==> config.mk <==
export PLATFORM = sky130hd
export DESIGN_NAME = breakpoint_status_control
export DESIGN_NICKNAME = d
export VERILOG_FILES = /design/src/bp_pkg.sv /design/src/cmp_qualify.sv /design/src/breakpoint_status_control.sv
export SDC_FILE = /design/constraint.sdc
export NUM_CORES = 1
export LEC_CHECK = 0
export BUFFER_PORTS_ARGS = -buffer_cell sky130_fd_sc_hd__buf_2
export CAP_MARGIN = 0
export CORE_ASPECT_RATIO = 0.9
export CORE_MARGIN = 4
export CORE_UTILIZATION = 46
export CTS_CLUSTER_SIZE = 14
export DETAILED_ROUTE_END_ITERATION = 7
export HOLD_SLACK_MARGIN = 0.02
export PLACE_DENSITY = 0.95
export SYNTH_ARGS = -nofsm -noshare
export SYNTH_HDL_FRONTEND = slang
export SYNTH_SLANG_ARGS = --single-unit
==> constraint.sdc <==
create_clock -name clock_i -period 2.29 [get_ports clock_i]
set_clock_uncertainty 0.05 [all_clocks]
set_input_delay 0.458 -clock clock_i [delete_from_list [all_inputs] [get_ports clock_i]]
set_output_delay 0.458 -clock clock_i [all_outputs]
set_load 0.02 [all_outputs]
==> src/bp_pkg.sv <==
// Package with the layout and reset values of the breakpoint status and control registers.
package bp_pkg;
	localparam int NUM_CMP = 4;
	localparam int STAT_HIT_LSB = 0;
	localparam int STAT_REG_ACCESS_BIT = 13;
	localparam int STAT_STEP_BIT = 14;
	localparam int STAT_TASK_BIT = 15;
	localparam logic [31:0] STAT_ONES_MASK = 32'hFFFF_0FF0;
	localparam logic [31:0] STAT_RW_MASK = 32'h0000_E00F;
	localparam logic [31:0] STAT_RESET = 32'hFFFF_0FF0;
	localparam int CTL_DETECT_BIT = 13;
	localparam int CTL_LOCAL_PRECISE_BIT = 8;
	localparam int CTL_GLOBAL_PRECISE_BIT = 9;
	localparam int CTL_TYPE_LSB = 16;
	localparam int CTL_RANGE_LSB = 18;
	localparam int CTL_FIELD_STRIDE = 4;
	localparam logic [31:0] CTL_RW_MASK = 32'hFFFF_23FF;
	localparam logic [31:0] CTL_ONES_MASK = 32'h0000_0400;
	localparam logic [31:0] CTL_RESET = 32'h0000_0400;
	localparam logic [31:0] LOCAL_EN_MASK = 32'h0000_0055;
	localparam logic [1:0] TYPE_EXEC = 2'h0;
	localparam logic [1:0] TYPE_WRITE = 2'h1;
	localparam logic [1:0] TYPE_IO = 2'h2;
	localparam logic [1:0] TYPE_RDWR = 2'h3;
	localparam logic [1:0] RANGE_1 = 2'h0;
	localparam logic [1:0] RANGE_2 = 2'h1;
	localparam logic [1:0] RANGE_8 = 2'h2;
	localparam logic [1:0] RANGE_4 = 2'h3;
	localparam logic [2:0] SEL_STATUS = 3'h6;
	localparam logic [2:0] SEL_CONTROL = 3'h7;
	typedef struct packed {
		logic valid;
		logic exec;
		logic wr;
		logic rd;
		logic io;
		logic [2:0] addr_lo;
	} access_t;
	typedef struct packed {
		logic bp_event;
		logic step;
		logic task_trap;
		logic task_switch;
		logic handler_entry;
	} event_t;
endpackage

==> src/cmp_qualify.sv <==
// Per-comparator qualification of a raw address match by type, range and enables.
`timescale 1ns/100ps
module cmp_qualify (
	input wire logic [31:0] control_i,
	input wire logic [bp_pkg::NUM_CMP-1:0] raw_match_i,
	input wire logic [2:0] raw_addr_hi_i [bp_pkg::NUM_CMP],
	input wire bp_pkg::access_t acc_i,
	input wire logic io_ext_i,
	input wire logic long_mode_i,
	output logic [bp_pkg::NUM_CMP-1:0] hit_o
);
	genvar g;
	generate
		for (g = 0; g < bp_pkg::NUM_CMP; g++) begin : g_cmp
			wire [1:0] typ = control_i[bp_pkg::CTL_TYPE_LSB + g*bp_pkg::CTL_FIELD_STRIDE +: 2];
			wire [1:0] rng = control_i[bp_pkg::CTL_RANGE_LSB + g*bp_pkg::CTL_FIELD_STRIDE +: 2];
			wire en = control_i[2*g] | control_i[2*g+1];
			// Type selects which kind of access may trigger; I/O only with the extension bit. [RQ12]
			wire type_ok = (typ == bp_pkg::TYPE_EXEC) ? acc_i.exec :
				(typ == bp_pkg::TYPE_WRITE) ? acc_i.wr :
				(typ == bp_pkg::TYPE_RDWR) ? (acc_i.rd | acc_i.wr) : (io_ext_i & acc_i.io);
			// Range masks the low address bits; eight bytes exists only in long mode. [RQ13]
			wire [2:0] mask = (rng == bp_pkg::RANGE_1) ? 3'h7 :
				(rng == bp_pkg::RANGE_2) ? 3'h6 :
				(rng == bp_pkg::RANGE_4) ? 3'h4 : (long_mode_i ? 3'h0 : 3'h7);
			wire addr_ok = ((acc_i.addr_lo & mask) == (raw_addr_hi_i[g] & mask));
			assign hit_o[g] = acc_i.valid & raw_match_i[g] & en & type_ok & addr_ok;
		end
	endgenerate
endmodule

==> src/breakpoint_status_control.sv <==
// Breakpoint status and control register pair with hardware event updates.
`timescale 1ns/100ps
// Operation
// RQ1 - Task-switch, single-step and register-access flags clear only by software write.
// RQ2 - Every breakpoint or general-detect event rewrites all four hit flags.
// RQ3 - Register access while general detect is on sets status bit 13.
// RQ4 - Single-step debug exception sets status bit 14.
// RQ5 - Single step has top priority; other flags may set alongside it.
// RQ6 - Switch into a trapped task sets status bit 15.
// RQ7 - Status bits 31-16 and 11-4 read one, bit 12 reads zero.
// RQ8 - Upper status or control half written with ones raises protection fault zero.
// RQ9 - Control holds per-comparator conditions, enables and a general-detect enable.
// RQ10 - Global enables at odd control bits 7, 5, 3, 1.
// RQ11 - Local enables at even control bits 6, 4, 2, 0.
// RQ12 - Access type selects execute, write, read-write or I/O trigger.
// RQ13 - Range field masks low address bits; software aligns addresses.
// RQ14 - General detect faults before the move, sets flag, clears on handler entry.
// RQ15 - Hardware task switch clears local enables, never the global ones.
// RQ16 - Writable fields store written values; reserved bits read fixed values.
module breakpoint_status_control (
	input wire logic clock_i,
	input wire logic rstn_i,
	input wire logic wr_i,
	input wire logic rd_i,
	input wire logic [2:0] sel_i,
	input wire logic [63:0] wdata_i,
	input wire logic mode64_i,
	input wire logic long_mode_i,
	input wire logic io_ext_i,
	input wire bp_pkg::event_t evt_i,
	input wire bp_pkg::access_t acc_i,
	input wire logic [bp_pkg::NUM_CMP-1:0] raw_match_i,
	input wire logic [2:0] raw_addr_lo_i [bp_pkg::NUM_CMP],
	output logic [63:0] rdata_o,
	output logic fault_o,
	output logic detect_trap_o,
	output logic [31:0] control_o
);
	logic [31:0] status_ff;
	logic [31:0] control_ff;
	logic [63:0] rdata_ff;
	logic fault_ff;
	logic detect_trap_ff;
	logic [bp_pkg::NUM_CMP-1:0] hit;

	// ----------------------------------------
	// Comparator qualification
	// ----------------------------------------
	cmp_qualify u_cmp (
		.control_i(control_ff),
		.raw_match_i(raw_match_i),
		.raw_addr_hi_i(raw_addr_lo_i),
		.acc_i(acc_i),
		.io_ext_i(io_ext_i),
		.long_mode_i(long_mode_i),
		.hit_o(hit)
	);

	// ----------------------------------------
	// Access decode
	// ----------------------------------------
	wire sel_status = (sel_i == bp_pkg::SEL_STATUS);
	wire sel_control = (sel_i == bp_pkg::SEL_CONTROL);
	wire detect_on = control_ff[bp_pkg::CTL_DETECT_BIT];
	wire any_access = wr_i | rd_i;
	// Any debug register move is trapped before it executes while general detect is on. [RQ14]
	wire detect_trap = any_access & detect_on;
	wire upper_bad = mode64_i & (wdata_i[63:32] != 32'h0000_0000);
	wire wr_ok = wr_i & ~detect_trap & ~upper_bad;
	// A refused upper-half write leaves both registers untouched and only raises the fault. [RQ8]
	wire wr_fault = wr_i & ~detect_trap & upper_bad & (sel_status | sel_control);
	wire wr_stat = wr_ok & sel_status;
	wire wr_ctl = wr_ok & sel_control;
	wire rd_ok = rd_i & ~detect_trap;
	wire hit_update = evt_i.bp_event | detect_trap;

	// ----------------------------------------
	// Status next value
	// ----------------------------------------
	wire [31:0] stat_kept = status_ff & bp_pkg::STAT_RW_MASK;
	wire [31:0] stat_written = wdata_i[31:0] & bp_pkg::STAT_RW_MASK;
	wire [31:0] stat_sw = wr_stat ? stat_written : stat_kept; // [RQ16]
	wire [31:0] stat_hits = hit_update ? {stat_sw[31:4], hit} : stat_sw; // [RQ2]
	// Hardware events only ever set these flags; a same-cycle set beats the software clear. [RQ1]
	wire [31:0] stat_flags = stat_hits
		| ({31'h0000_0000, detect_trap} << bp_pkg::STAT_REG_ACCESS_BIT) // [RQ3]
		| ({31'h0000_0000, evt_i.step} << bp_pkg::STAT_STEP_BIT) // [RQ4] [RQ5]
		| ({31'h0000_0000, evt_i.task_trap} << bp_pkg::STAT_TASK_BIT); // [RQ6]
	wire [31:0] nxt_status = stat_flags | bp_pkg::STAT_ONES_MASK; // [RQ7]

	// ----------------------------------------
	// Control next value
	// ----------------------------------------
	wire [31:0] ctl_written = (wdata_i[31:0] & bp_pkg::CTL_RW_MASK) | bp_pkg::CTL_ONES_MASK;
	wire [31:0] ctl_sw = wr_ctl ? ctl_written : control_ff; // [RQ9] [RQ16]
	wire [31:0] ctl_ts = evt_i.task_switch ? (ctl_sw & ~bp_pkg::LOCAL_EN_MASK) : ctl_sw; // [RQ15] [RQ10] [RQ11]
	// Handler entry wins over a same-cycle write so the handler can always reach the registers.
	wire [31:0] detect_clear_mask = ~(32'h0000_0001 << bp_pkg::CTL_DETECT_BIT);
	wire [31:0] nxt_control = evt_i.handler_entry ? (ctl_ts & detect_clear_mask) : ctl_ts; // [RQ14]

	// ----------------------------------------
	// Read data
	// ----------------------------------------
	// Only the low half is stored, so the upper half of read data is always zero.
	wire [63:0] nxt_rdata = (rd_ok & sel_status) ? {32'h0000_0000, status_ff} :
		(rd_ok & sel_control) ? {32'h0000_0000, control_ff} : 64'h0000_0000_0000_0000;

	// ----------------------------------------
	// Registers
	// ----------------------------------------
	always_ff @(posedge clock_i) begin
		if (!rstn_i) begin
			status_ff <= bp_pkg::STAT_RESET;
			control_ff <= bp_pkg::CTL_RESET;
			rdata_ff <= 64'h0000_0000_0000_0000;
			fault_ff <= 1'b0;
			detect_trap_ff <= 1'b0;
		end else begin
			status_ff <= nxt_status;
			control_ff <= nxt_control;
			rdata_ff <= nxt_rdata;
			fault_ff <= wr_fault; // [RQ8]
			detect_trap_ff <= detect_trap;
		end
	end

	assign rdata_o = rdata_ff;
	assign fault_o = fault_ff;
	assign detect_trap_o = detect_trap_ff;
	assign control_o = control_ff;
endmodule

==> impl_metrics.csv <==
group,metric,value,unit
yosys,number_of_flip_flops_and_latches_in_the_synthesized_netlist,67,
timing,worst_hold_slack,0.236,ns
yosys,post_synth.cell_area_avg,8.52,sq um
routing,route.met3.wl,878,microns
worst_setup_path,worst_r2r_path_depth,5,
timing,max_slew_headroom,64.2,%
routing,num_vias,3120,
die,fp.dieArea,8180,sq um
cts,clkSinkCount,67,
cts,cts-buffers-inserted,9,
yosys,dominantRegCellSynth,"dfxtp_1",
yosys,synth_mux_area_share,2.56,%
cts,htreeDepth,3,
timing,finalCriticalPeriod,1.76,ns
yosys,synth-xor-area-share,3.36,%
global_route,grt_start_max_net_pins,36,
worst_setup_path,rr_startpoint,"control_o[13]$_SDFFE_PP0P_",
worst_setup_path,critPathKind,"input pin to register",
worst_setup_path,reg2reg_setup_slack,0.61,ns
die,core_region_area,6590,sq um
cts,ctsResizeCount,0,
final_layout,fraction_of_layout_cells_with_a_size_suffix_above_1,35.9,%
yosys,netlist_top_cells_area,"dfxtp_1 (43%), buf_4 (9.1%), nor2_1 (5.6%)",
yosys,synth-adder-area-share,0,%
routing,routed-wl-met2,4530,microns
pwr,power_density,619,nW/um^2
final_layout,num_antenna_cells,0,
yosys,synthesized_area_fraction_occupied_by_ao_oa_aoi_and_oai_cells,18.8,%
yosys,synth_simple_gate_area_share,18.3,%
yosys,synth_area_leader_cell,"dfxtp_1",
routing,drt-initial-drc-count,148,
worst_setup_path,cp-start-kind,"input pin",
min_path,holdCritStartpoint,"evt_i[0]",
die,chipWidth,94.9,microns
cts,cts_root_buf,"clkbuf_8",
routing,detail_route.wl_per_cell,15.6,microns
yosys,netlist_area,3130,sq um
place,place_hpwl,7440,microns
yosys,netlist-cell-type-count,35,
yosys,synth_seq_area_share,42.9,%
final_layout,areaGrowthSynthToFinish,30.2,%
min_path,worstHoldPathCells,2,
routing,wirelength_met1,4020,microns
status,run_status,"complete, no violations",
yosys,synth.top_cells.by_count,"dfxtp_1 (67), nor2_1 (47), buf_4 (38)",
timing,rsz_0062_raised_after_global_routing,"false",
yosys,synth-edff-count,0,
die,io-pin-count,201,
cts,cts_tree,"yes",
cts,worst_skew_pair.late_latency,0.33,ns
final_layout,finish.cell_count_without_fillers,617,
yosys,postSynth.asyncResetShare,0,%
yosys,synth.top_cell.area_share,42.9,%
cts,post_cts_buffers,0,
final_layout,finish.utilization,61.8,%
die,num_rows,28,
min_path,hold_path_class,"input pin to register",
routing,route.detailed.drc,0,
die,initial_core_util,47.5,%
global_route,initial_antenna_violation_count,1,
cts,clk_path_buf_depth,2,
global_route,grt_usage,23.0,%
place,gp_congestion,0.876,
cts,cts-hold-fix-buffers,0,
routing,ant_nets,0,
worst_setup_path,worst_ep_required_time,2.44,ns
run,maxCapViolations,0,
die,floorplan.die.height,86.2,microns
pwr,peakVddDrop,0.289,mV
worst_setup_path,rr_endpoint,"status_ff[13]$_SDFF_PN0_",
global_route,grt_pass1_wl,14800,microns
worst_setup_path,critPathArrivalTime,1.91,ns
final_layout,layout.filler_cells,596,
routing,detailedRoute.firstPassIterationCount,4,
yosys,synthesis.instances,367,
cts,clkSlewWorstSetupHoldPaths,0.08,ns
place,dp.cells,601,
timing,maxSlewViolCount,0,
yosys,yosys_warnings,0,
timing,setup-violations-final,0,
global_route,grt_pass1_vias,3092,
worst_setup_path,cp-end-kind,"register",
worst_setup_path,largest_fanout_on_the_critical_path,10,
min_path,worst_hold_path.endpoint,"control_o[13]$_SDFFE_PP0P_",
timing,worst_slew_pin_slew,0.536,ns
yosys,synth_top_family_by_area,"compound AO/OA/AOI/OAI gates",
routing,route.top_layer_used,"met5",
routing,post_drt_via_cell_ratio,5.06,
final_layout,num-nets-final,625,
place,numPortBuffers,159,
yosys,synth.most_common_cell,"dfxtp_1",
timing,layout_worst_path_cycle_share,76.9,%
timing,timing.setup.tns,0,ns
global_route,grt_remaining_overflow,0,
pwr,p_leak,1.86,nW
timing,timing.fmax,568,MHz
timing,count_of_final_hold_check_violations,0,
routing,route.final.wire_length,9640,microns
-- worst max-delay path: stages --
cell and delay [ns]:
buf_2 0.10, nor4_1 0.35, nand4_1 0.18, o21a_2 0.31, nor3_4 0.35, o211ai_1 0.16
-- power breakdown --
part	switching [mW]	internal [mW]	total, mW
Clock	0.451	0.567	1.02
Combinational	0.193	0.124	0.317
Sequential	0.00918	1.18	1.19
Total	0.653	1.87	2.52
-- worst max-delay path by stage --
stage / from / to / slack (ns) / cells past startpoint
after floorplan: wdata_i[48] / status_ff[15]$_SDFF_PN0_ / 0.57 / 6
final: wdata_i[38] / status_ff[3]$_SDFFE_PN0P_ / 0.53 / 6
after global placement: wdata_i[38] / status_ff[1]$_SDFFE_PN0P_ / 0.21 / 6
after global routing: wdata_i[56] / status_ff[1]$_SDFFE_PN0P_ / 0.40 / 6
after CTS: wdata_i[38] / status_ff[3]$_SDFFE_PN0P_ / 0.52 / 6
after detailed placement: wdata_i[38] / status_ff[3]$_SDFFE_PN0P_ / 0.18 / 6
-- logic make-up (layout without fill, tap and decap cells) --
group | after synthesis | in the layout
AND/OR/NAND/NOR | 118 | 118
flip-flops | 67 | 67
multiplexers | 8 | 8
buffers and inverters | 69 | 193
AO/OA/AOI/OAI | 91 | 91
XOR/XNOR | 12 | 12
other | 2 | 38
-- final cells by class --
cell class / count / area (sq um) / area share [%]
Tap cell: 90 / 113 / 2.77
Sequential cell: 67 / 1340 / 32.9
Inverter: 8 / 30.0 / 0.738
Timing Repair Buffer: 169 / 883 / 21.7
Multi-Input combinational cell: 267 / 1490 / 36.7
Clock buffer: 11 / 151 / 3.72
Clock inverter: 5 / 60.1 / 1.48
-- sequential cells by signal, summed over array words and instances (netlist names) --
signal and cells:
fault_o 1, detect_trap_o 1, rdata_o 31, status_ff 7, control_o 27
-- metrics by stage --
step	worst slack, ns	total power, mW	instance area, sq um
floorplan	0.567	1.44	3260
global placement	0.214	1.52	3860
detailed placement	0.178	1.53	3860
CTS	0.523	2.53	4070
global route	0.399	2.62	4070
finish	0.530	2.52	4070
-- metal layers --
layer  vias to the layer above  global-route usage, %
li1                       1516                      -
met1                      1445                   29.4
met2                       138                   37.2
met3                        19                   5.64
met4                         2                   9.04
met5                         -                      0
-- cells in the final DEF (no fill, tap or decap), types with 9 or more instances in the layout --
cell type    n
buf_2      159
o21ai_0     34
a21oi_1     11
nand2_1     10
buf_4        9
o211ai_1     9
conb_1      38
a21boi_1    19
nand3_1     31
clkbuf_8    11
nor2_1      46
dfxtp_1     67
xnor2_1     12
No activity file was read; power rests on OpenSTA's default activity.
